**config.mk**
```make
export PLATFORM = sky130hd
export DESIGN_NAME = jbm_mode_regs
export DESIGN_NICKNAME = d
export VERILOG_FILES = /design/src/jbm_pkg.sv /design/src/jbm_mode_regs.sv
export VERILOG_INCLUDE_DIRS = /design/src /design/src/src
export SDC_FILE = /design/constraint.sdc
export NUM_CORES = 1
export LEC_CHECK = 0
export BUFFER_PORTS_ARGS = -buffer_cell sky130_fd_sc_hd__buf_2
export CORE_ASPECT_RATIO = 0.75
export CORE_UTILIZATION = 59
export CTS_BUF_LIST = sky130_fd_sc_hd__clkbuf_16
export DETAILED_ROUTE_END_ITERATION = 8
export GPL_ROUTABILITY_DRIVEN = 0
export HOLD_SLACK_MARGIN = 0.1
export PLACE_DENSITY = 0.95
export SETUP_SLACK_MARGIN = 0.02
export SLEW_MARGIN = 30
export SYNTH_ARGS = -nofsm -noshare
export SYNTH_HDL_FRONTEND = slang
export SYNTH_SLANG_ARGS = --single-unit
```
**constraint.sdc**
```tcl
create_clock -name clock -period 5.9 [get_ports clock]
set_clock_uncertainty 0.2 [all_clocks]
set_input_delay 0.59 -clock clock [delete_from_list [all_inputs] [get_ports clock]]
set_output_delay 0.59 -clock clock [all_outputs]
set_load 0.03 [all_outputs]
```
**src/jbm_cfg.svh**
```systemverilog
// Purpose: constants for the jtag bridge mode-register block
// Assumes: one backplane test clock domain
// Notes: offsets are data-register selects, not bus addresses
`ifndef JBM_CFG_SVH
`define JBM_CFG_SVH

// ************************************************************
// register reset values
// ************************************************************
`define JBM_PRIMARY_RESET 8'h01
`define JBM_EXTENSION_RESET 8'h00
`define JBM_GPIO_SEL_RESET 8'h00

// ************************************************************
// field positions of the primary configuration register
// ************************************************************
`define JBM_BIT_PORT0 0
`define JBM_BIT_PORT2 2
`define JBM_BIT_TCK_STOP 3
`define JBM_BIT_LOOPBACK 4
`define JBM_BIT_PORT3 5
`define JBM_BIT_PORT4 6
`define JBM_BIT_CNT_STATUS 7
// extension register: ports 5..7 in bits 0..2, bits above reserved
`define JBM_EXT_USED_MASK 8'h07

// ************************************************************
// timing
// ************************************************************
// backplane clock pulses counted in the parked reset state
`define JBM_PARK_GATE_PULSES 10'h200
`define JBM_PARK_CNT_W 10
// backplane clock period in ns (10 MHz)
`define JBM_CLOCK_PERIOD_NS 100

`endif

```
**src/jbm_pkg.sv**
```systemverilog
// Purpose: types for the jtag bridge mode-register block
// Assumes: constants come from jbm_cfg.svh
// Notes: all widths fixed at the eight-port maximum
package jbm_pkg;

  // ************************************************************
  // local port park state, as reported by the bridge sequencer
  // ************************************************************
  typedef enum logic [1:0] {
    JBM_UNPARKED = 2'b00,
    JBM_PARKED_IDLE = 2'b01,
    JBM_PARKED_PAUSE = 2'b10,
    JBM_PARKED_RESET = 2'b11
  } jbm_park_e;

  // ************************************************************
  // data register selected by the current instruction
  // ************************************************************
  typedef enum logic [2:0] {
    JBM_SEL_OTHER = 3'b000,
    JBM_SEL_PRIMARY = 3'b001,
    JBM_SEL_EXTENSION = 3'b010,
    JBM_SEL_GPIO = 3'b011,
    JBM_SEL_COUNTER = 3'b100
  } jbm_dr_sel_e;

  // tap controller phase strobes, one cycle each except shift_dr
  typedef struct packed {
    logic test_logic_reset;
    logic capture_dr;
    logic shift_dr;
    logic update_dr;
  } jbm_tap_s;

  // counter state seen from outside
  typedef struct packed {
    logic enabled;
    logic at_zero;
  } jbm_counter_s;

  // whole block state
  typedef struct packed {
    logic [7:0] primary;
    logic [7:0] extension;
    logic [7:0] gpio_select;
    logic cnt_status;
    logic [7:0] shifter;
    logic [7:0] pad;
    logic [9:0] park_cnt;
  } jbm_state_s;

endpackage

```
**src/jbm_mode_regs.sv**
```systemverilog
// Purpose: mode registers and local scan port chain routing
// Assumes: tap strobes, park state and counter flags on this clock
// Notes: counter, instruction decode and gpio data live elsewhere
//
// Contract
// - loopback bit 4 routes own register to backplane tdo, ports ignored
// - parked idle or pause: bit 3 high stops local clocks, low frees; counter enabled at zero also stops them
// - parked reset: local clocks stop after 512 backplane pulses, any bit 3
// - status bit 7 high only while counter enabled and at zero
// - status bit 7 cleared when counter loaded after counter select
// - status bit reads zero after power-on
// - selected ports chained ascending after own register, each with pad
// - primary bits 0-2 select ports 0-2, bits 5-6 ports 3-4
// - extension bits 0-2 select ports 5-7, rest reserved, reset zero
// - test logic reset loads primary register with 8'h01
// - all ports parked: only own register between tdi and tdo
`timescale 1ns/10ps
`include "jbm_cfg.svh"

module jbm_mode_regs #(
  parameter int NUM_PORTS = 8
) (
  input wire logic clock,
  input wire logic reset,
  input wire jbm_pkg::jbm_tap_s tap,
  input wire jbm_pkg::jbm_dr_sel_e dr_select,
  input wire jbm_pkg::jbm_park_e park_state,
  input wire jbm_pkg::jbm_counter_s counter,
  input wire logic backplane_tdi,
  input wire logic other_reg_so,
  input wire logic [NUM_PORTS-1:0] local_port_tdo,
  output logic [NUM_PORTS-1:0] local_port_tdi,
  output logic backplane_tdo,
  output logic local_tck_enable,
  output logic [7:0] port_chain_config_primary,
  output logic [7:0] port_chain_config_extension,
  output logic [7:0] port_gpio_select,
  output logic counter_status
);

  // ************************************************************
  // writable bit masks by build size
  // ************************************************************
  // bit 5 exists in four-port builds and up, bit 6 in five-port builds and up
  localparam logic [7:0] PRIMARY_MASK =
    (NUM_PORTS >= 5) ? 8'h7f :
    (NUM_PORTS == 4) ? 8'h3f : 8'h1f;
  localparam logic [7:0] EXT_MASK =
    (NUM_PORTS >= 8) ? `JBM_EXT_USED_MASK :
    (NUM_PORTS == 7) ? 8'h03 :
    (NUM_PORTS == 6) ? 8'h01 : 8'h00;
  localparam logic [7:0] GPIO_MASK =
    (NUM_PORTS >= 8) ? 8'hff : 8'((16'h0001 << NUM_PORTS) - 16'h0001);

  jbm_pkg::jbm_state_s s_reg;
  jbm_pkg::jbm_state_s s_next;

  logic mode_selected;
  logic reg_so;
  logic all_parked;
  logic loopback;
  logic [7:0] port_select;
  logic [7:0] chain_select;
  logic [7:0] stage_in;
  logic chain_out;
  logic counter_load;
  logic park_gate_done;

  // ************************************************************
  // selection and routing terms
  // ************************************************************
  // our own shifter feeds the chain only when a mode register is chosen
  assign mode_selected = (dr_select == jbm_pkg::JBM_SEL_PRIMARY) ||
                         (dr_select == jbm_pkg::JBM_SEL_EXTENSION) ||
                         (dr_select == jbm_pkg::JBM_SEL_GPIO);
  assign reg_so = mode_selected ? s_reg.shifter[0] : other_reg_so;
  assign all_parked = (park_state != jbm_pkg::JBM_UNPARKED);
  assign loopback = s_reg.primary[`JBM_BIT_LOOPBACK];

  // port select vector in port order 0..7
  assign port_select = {
    s_reg.extension[2:0],
    s_reg.primary[`JBM_BIT_PORT4:`JBM_BIT_PORT3],
    s_reg.primary[`JBM_BIT_PORT2:`JBM_BIT_PORT0]
  };

  // loopback and full park both collapse the chain to our register
  assign chain_select = (loopback || all_parked) ? 8'h00 : port_select;

  assign counter_load = tap.update_dr &&
                        (dr_select == jbm_pkg::JBM_SEL_COUNTER);
  assign park_gate_done = (s_reg.park_cnt >= `JBM_PARK_GATE_PULSES);

  // ************************************************************
  // local scan port network
  // ************************************************************
  // each chained port is followed by its pad flop; skipped ports pass
  // the stream straight on, so order is always ascending
  always_comb begin
    logic link;
    link = reg_so;
    stage_in = 8'h00;
    for (int k = 0; k < 8; k++) begin
      stage_in[k] = link;
      if (chain_select[k] && (k < NUM_PORTS)) begin
        link = s_reg.pad[k];
      end
    end
    chain_out = link;
  end

  // unchained ports see a quiet low on their tdi
  always_comb begin
    for (int k = 0; k < NUM_PORTS; k++) begin
      local_port_tdi[k] = chain_select[k] ? stage_in[k] : 1'b0;
    end
  end

  assign backplane_tdo = chain_out;

  // ************************************************************
  // local test clock gating
  // ************************************************************
  // bit 3 only matters in idle or pause park; keeping it low lets targets keep
  // clocking during idle or pause park, which most boards expect
  always_comb begin
    local_tck_enable = 1'b1;
    unique case (park_state)
      jbm_pkg::JBM_UNPARKED: begin
        local_tck_enable = 1'b1;
      end
      jbm_pkg::JBM_PARKED_IDLE, jbm_pkg::JBM_PARKED_PAUSE: begin
        local_tck_enable = !s_reg.primary[`JBM_BIT_TCK_STOP];
      end
      jbm_pkg::JBM_PARKED_RESET: begin
        local_tck_enable = !park_gate_done;
      end
    endcase
    // a parked port running bist stops once the counter expires
    if (all_parked && counter.enabled && counter.at_zero) begin
      local_tck_enable = 1'b0;
    end
  end

  // ************************************************************
  // next state
  // ************************************************************
  always_comb begin
    s_next = s_reg;

    // parked reset pulse count, saturating so it never wraps back on
    if (park_state == jbm_pkg::JBM_PARKED_RESET) begin
      if (!park_gate_done) begin
        s_next.park_cnt = s_reg.park_cnt + 10'h001;
      end
    end else begin
      s_next.park_cnt = '0;
    end

    // pad bits shift with the data register stream
    if (tap.shift_dr) begin
      for (int k = 0; k < NUM_PORTS; k++) begin
        if (chain_select[k]) begin
          s_next.pad[k] = local_port_tdo[k];
        end
      end
    end

    // status follows the counter; a load drops it unless the set
    // condition holds in that same cycle, since set must win
    if (counter.enabled && counter.at_zero) begin
      s_next.cnt_status = 1'b1;
    end else if (counter_load) begin
      s_next.cnt_status = 1'b0;
    end else begin
      s_next.cnt_status = 1'b0;
    end

    // capture, shift and update of the selected mode register
    if (mode_selected) begin
      if (tap.capture_dr) begin
        unique case (dr_select)
          jbm_pkg::JBM_SEL_PRIMARY: begin
            s_next.shifter = {s_reg.cnt_status, s_reg.primary[6:0]};
          end
          jbm_pkg::JBM_SEL_EXTENSION: begin
            s_next.shifter = s_reg.extension & EXT_MASK;
          end
          default: begin
            s_next.shifter = s_reg.gpio_select;
          end
        endcase
      end else if (tap.shift_dr) begin
        s_next.shifter = {backplane_tdi, s_reg.shifter[7:1]};
      end else if (tap.update_dr) begin
        unique case (dr_select)
          jbm_pkg::JBM_SEL_PRIMARY: begin
            // bit 7 position is dropped on update
            s_next.primary = s_reg.shifter & PRIMARY_MASK;
          end
          jbm_pkg::JBM_SEL_EXTENSION: begin
            s_next.extension = s_reg.shifter & EXT_MASK;
          end
          default: begin
            s_next.gpio_select = s_reg.shifter & GPIO_MASK;
          end
        endcase
      end
    end

    // synchronous re-initialisation from the tap reset state
    if (tap.test_logic_reset) begin
      s_next.primary = `JBM_PRIMARY_RESET;
      s_next.extension = `JBM_EXTENSION_RESET;
      s_next.gpio_select = `JBM_GPIO_SEL_RESET;
      s_next.shifter = '0;
      s_next.pad = '0;
    end
  end

  // ************************************************************
  // state register
  // ************************************************************
  always_ff @(posedge clock or posedge reset) begin
    if (reset) begin
      s_reg.primary <= `JBM_PRIMARY_RESET;
      s_reg.extension <= `JBM_EXTENSION_RESET;
      s_reg.gpio_select <= `JBM_GPIO_SEL_RESET;
      s_reg.cnt_status <= 1'b0;
      s_reg.shifter <= '0;
      s_reg.pad <= '0;
      s_reg.park_cnt <= '0;
    end else begin
      s_reg <= s_next;
    end
  end

  // ************************************************************
  // register views
  // ************************************************************
  assign port_chain_config_primary = {s_reg.cnt_status, s_reg.primary[6:0]};
  assign port_chain_config_extension = s_reg.extension & EXT_MASK;
  assign port_gpio_select = s_reg.gpio_select;
  assign counter_status = s_reg.cnt_status;

endmodule // jbm_mode_regs

```
# Word level (Yosys, flattened, before mapping)
# Cells that the tools add are included.
# totals
regBits	45
input_bits	23
output_inout_bits	35
elab_cells	109
# classes
add_sub_neg	1
magnitude_cmp	1
n_eq_ne	10
muxes	45
n_reduce_logical	38
# op_table
cell	count
two-way mux 23 bit	5
two-way mux 8 bit	7
nonzero test 2 bit	14
two-way mux 1 bit	27
two-way mux 10 bit	2
AND reduction 2 bit	9
two-way mux 16 bit	1
one-hot mux 8 bit (2 select lines)	1
AND reduction 5 bit	3
adder 10 x 1 -> 10 bit (second input constant)	1
>= comparator 10 bit (second input constant)	1
two-way mux 7 bit	1
== test 3 x 2 -> 1 bit (second input constant)	2
!= test 2 x 1 -> 1 bit (second input constant)	3
== test 2 bit (second input constant)	2
OR reduction 2 bit	2
== test 3 x 1 -> 1 bit (second input constant)	1
logical AND 1 bit	3
logical OR 1 bit	3
one-hot mux 1 bit (3 select lines)	1
nonzero test 3 bit	1
== test 2 x 1 -> 1 bit (second input constant)	1
logical NOT 1 bit	2
logical NOT 2 bit	1
!= test 2 bit (second input constant)	1

# Logic depth before layout (Yosys ltp)
# logic_depth
depth_word	12
mapped_depth	10
depth_no_buf	7

# Worst setup path before layout
# Ideal clock, no wire load.
# synth_path
path_type	input port to output port
startpoint	input park_state[0]
endpoint	output backplane_tdo
arrival_ps	2561
required_time_ps	5110
slack_ps	2549
path_stages	8
n_path_buf	1
path_cell_list	inv_1 -> ha_1 -> nor2b_1 -> buf_2 -> a31o_2 -> a221o_1 -> and3_1 -> o31ai_1
# synth_between
elab_chain_len	11
# synth_rtl
element	line_no	rtl
start: declaration	jbm_mode_regs.sv:27	input wire jbm_pkg::jbm_park_e park_state,
nonzero test 2 bit (*)	jbm_mode_regs.sv:77	assign all_parked = (park_state != jbm_pkg::JBM_UNPARKED);
logical OR 1 bit (*)	jbm_mode_regs.sv:88	assign chain_select = (loopback || all_parked) ? 8'h00 : port_select;
two-way mux 8 bit (*)	jbm_mode_regs.sv:88	
two-way mux 1 bit (7 in series)	jbm_mode_regs.sv:105	if (chain_select[k] && (k < NUM_PORTS)) begin
two-way mux 1 bit (*)	jbm_mode_regs.sv:105	
end: declaration	jbm_mode_regs.sv:33	output logic backplane_tdo,
# Mark *: on every way between the ends. The rest lies on a longest branch, timed or not.

# Final worst setup path
# layout_path
startpoint	input park_state[0]
endpoint	output local_port_tdi[5]
# layout_between
elab_chain_len	9
# layout_rtl
element	line_no	rtl
nonzero test 2 bit (*)	jbm_mode_regs.sv:77	
logical OR 1 bit (*)	jbm_mode_regs.sv:88	
two-way mux 8 bit (*)	jbm_mode_regs.sv:88	
two-way mux 1 bit (5 in series)	jbm_mode_regs.sv:105	
two-way mux 1 bit (*)	jbm_mode_regs.sv:115	local_port_tdi[k] = chain_select[k] ? stage_in[k] : 1'b0;
end: declaration	jbm_mode_regs.sv:32	output logic [NUM_PORTS-1:0] local_port_tdi,
# Marks and branches as above.

==> metrics.csv <==
stage,metric,value,unit
final_layout,n_diodes,0,
yosys,register bit count reported by yosys,45,
floorplanning,Starting Density,0.6226,
global_route,largest net degree at the start of global routing,46,
timing,Slew @ Worst Pin,707.4,ps
yosys,Synth Area in Simple Gates,0.2144,
clock_tree,Post-CTS Setup Inserts,0,
min_path,Min-Delay Path Class,in2async,
final_layout,Layout Cells excl Fill,409,
yosys,mux share of post-synthesis cell area,0.06012,
power_and_ir_drop,Clock Power Share,0.441,
timing,crit path time final,3549,ps
detailed_routing,routed length per instance,15.91,um
detailed_routing,Vias/cell,5.980,
power_and_ir_drop,Net Sw Frac,0.2401,
clock_tree,Clock transition at path regs,60,ps
floorplanning,row cnt,21,
yosys,Yosys warnings,0,
clock_tree,clk_lat worst skew,280,ps
clock_tree,H-tree lvl count,2,
timing,final period utilization,0.6015,
detailed_routing,final wirelength,6508,um
critical_path,Crit. End Element,output pin,
yosys,cells after synthesis,334,
yosys,synth unique cells,44,
yosys,sequential-to-total area share from yosys stat,0.3983,
detailed_routing,# DRC,0,
global_route,vias in the first global route,2142,
final_layout,Largest register FFs,26,
detailed_routing,DRT iter0 DRCs,174,
floorplanning,Die Area,0.005081,mm2
global_route,GRT Total Usage,0.2763,
yosys,largest family of logic cells by synthesized area,simple AND/OR/NAND/NOR gates,
flow_run,Max Cap Viol,0,
run_status,status,"complete, no violations",
global_route,antenna violations before repair,0,
power_and_ir_drop,Design Power,700.8,uW
clock_tree,TritonCTS clock tree,yes,
timing,Slew headroom,0.5267,
power_and_ir_drop,VDD IR max,0.1804,mV
yosys,Synth top area share,0.3890,
critical_path,CP Data Required Time,5110,ps
timing,unrepaired setup endpoints after global routing,false,
timing,final setup vio count,0,
final_layout,final net count,379,
critical_path,Worst Path Max Fanout,18,
yosys,Synth Area in Compound Gates,0.1693,
power_and_ir_drop,power per cell area,228.0,mW/mm2
yosys,leading area contributor after synthesis,dfrtp_1,
final_layout,Area Overhead vs Synth,8.621,%
yosys,Post-synth EDFFs,0,
critical_path,Worst Setup Start Kind,input pin,
critical_path,CP Class,in2out,
yosys,Post-Synthesis Cell Area,0.002830,mm2
final_layout,post-layout util,0.6763,
yosys,ranking of synthesized cells by area,"dfrtp_1 (39%), buf_4 (6.6%), mux2i_1 (6.0%)",
timing,post-route setup TNS,0,ps
detailed_routing,Initial DRT Pass Iterations,5,
critical_path,CP arrival,2760,ps
placement,placed cell count,401,
clock_tree,Post-CTS Hold Fix Bufs,0,
yosys,Post-synth top flop,dfrtp_1,
detailed_routing,post-route ant nets,0,
yosys,Syn Area/Cell,8.474,um2
floorplanning,Die Width,81.98,um
power_and_ir_drop,Combinational Power Share,0.105,
placement,port bufs,52,
floorplanning,total core area,0.004546,mm2
timing,endpoints failing hold,0,
clock_tree,Clock Tree Buf Depth,2,
floorplanning,Top Ports,58,
clock_tree,cts bufs inserted,5,
final_layout,share of layout cells above drive strength 1,0.1903,
floorplanning,die height,61.98,um
clock_tree,# clock sinks,45,
critical_path,FF-to-FF setup slack,3640,ps
clock_tree,Post-CTS Resized,0,
timing,f_max,0.2818,GHz
global_route,global route overflow,0,
yosys,xor/xnor cell area share of the yosys netlist,0.01857,
yosys,Async SR Flop Fraction,1.000,
yosys,post-synthesis adder-cell area fraction,0.02210,
global_route,global-route wire length before repair,10250,um
timing,Max Slew Vio Count,0,
detailed_routing,Via Count,2446,
placement,dpl hpwl,4394,um
power_and_ir_drop,total net switching power,168.3,uW
power_and_ir_drop,Pleak,0.001426,uW
power_and_ir_drop,P_int,532.6,uW
power_and_ir_drop,sequential power share,0.454,
clock_tree,CTS Root Cell,clkbuf_16,
-- power groups by stage --
stage | Combinational, uW | Clock, uW | Sequential [uW]
after floorplan | 56.1 | 0 | 322
after global placement | 70.1 | 0 | 323
after detailed placement | 72.8 | 0 | 323
after CTS | 73.4 | 311 | 318
after global routing | 81.6 | 322 | 318
final | 73.9 | 309 | 318
-- cells in the final DEF (no fill, tap or decap), drive strengths merged, types with 2 or more instances in the layout --
cell type and n:
nand4 6, xnor2 5, nand2 37, dfrtp 44, mux2i 17, a31oi 3, o31ai 2, ha 5
nor2 29, o211ai 12, or2b 2, nand3 12, clkbuf 5, or3 2, o21ai 11, clkinv 2
nor3 3, a221oi 2, inv 14, nand2b 8, buf 53, a21boi 2, and2 7, nor2b 11
and3 2, a221o 2, o311ai 2, o22ai 3, a21oi 32, conb 5
-- Yosys cell counts (all sizes together) (2+ instances only) --
library cell  number
a21oi             32
o211ai            12
xnor2              5
nor2b             11
nand4              6
o311ai             2
clkbuf            17
nor3               3
a31oi              3
dfrtp             44
nand2b             8
o22ai              3
mux2i             17
nand3             12
or2b               2
a221o              2
o31ai              2
buf               30
or3                2
o21ai             11
inv               14
ha                 5
and3               2
and2               7
a21boi             2
a221oi             2
nand2             37
nor2              29
-- cells by family after synthesis --
logic type      after synthesis
flops                        45
simple gates                123
mux                          17
buf+inv                      61
other cells                   1
xor+xnor                      6
compound gates               76
fa+ha+maj                     5
-- path summary, 6_finish.rpt --
kind                                               from                      endpoint  cells past startpoint
max                                       park_state[0]             local_port_tdi[5]                      9
min                                               reset                      s_reg[2]                      3
max reg2reg                port_chain_config_primary[4]                     s_reg[11]                      5
min reg2reg                                   s_reg[10]                     s_reg[10]                      2
max in group asynchronous                         reset  port_chain_config_primary[4]                      3
min in group clock                            s_reg[10]                     s_reg[10]                      2
-- final cells by class --
class                   count  area (um2)
clock buffers               5       125.1
clock inverters             3       37.54
fillers                   373        1471
inverters                  14       52.55
multi-input cells         232        1393
flip-flops and latches     45        1127
well taps                  57       71.32
repair buffers             53       267.8
-- worst max-delay path, stage by stage --
cell	delay [ps]
buf_2	100
inv_1	70
ha_1	160
nor2b_2	550
o21ai_0	180
a221o_1	430
a221o_1	330
a21oi_1	120
buf_2	210
-- metrics by stage --
stage	area, um2	hold WS [ps]	setup WS [ps]
2_1_floorplan	2845	289.6	2549
3_3_place_gp	2909	295.4	2130
3_5_place_dp	2909	317.4	2044
4_1_cts	3072	258.5	2029
5_1_grt	3074	298.2	2144
6_report	3074	242.4	2351
-- layer usage --
metal / share of wire / track usage
met5: 0 / 0
met4: 0.0097 / 0.08020
met3: 0.069 / 0.06423
met2: 0.48 / 0.4357
met1: 0.44 / 0.3853
No activity file was read; power rests on OpenSTA's default activity.
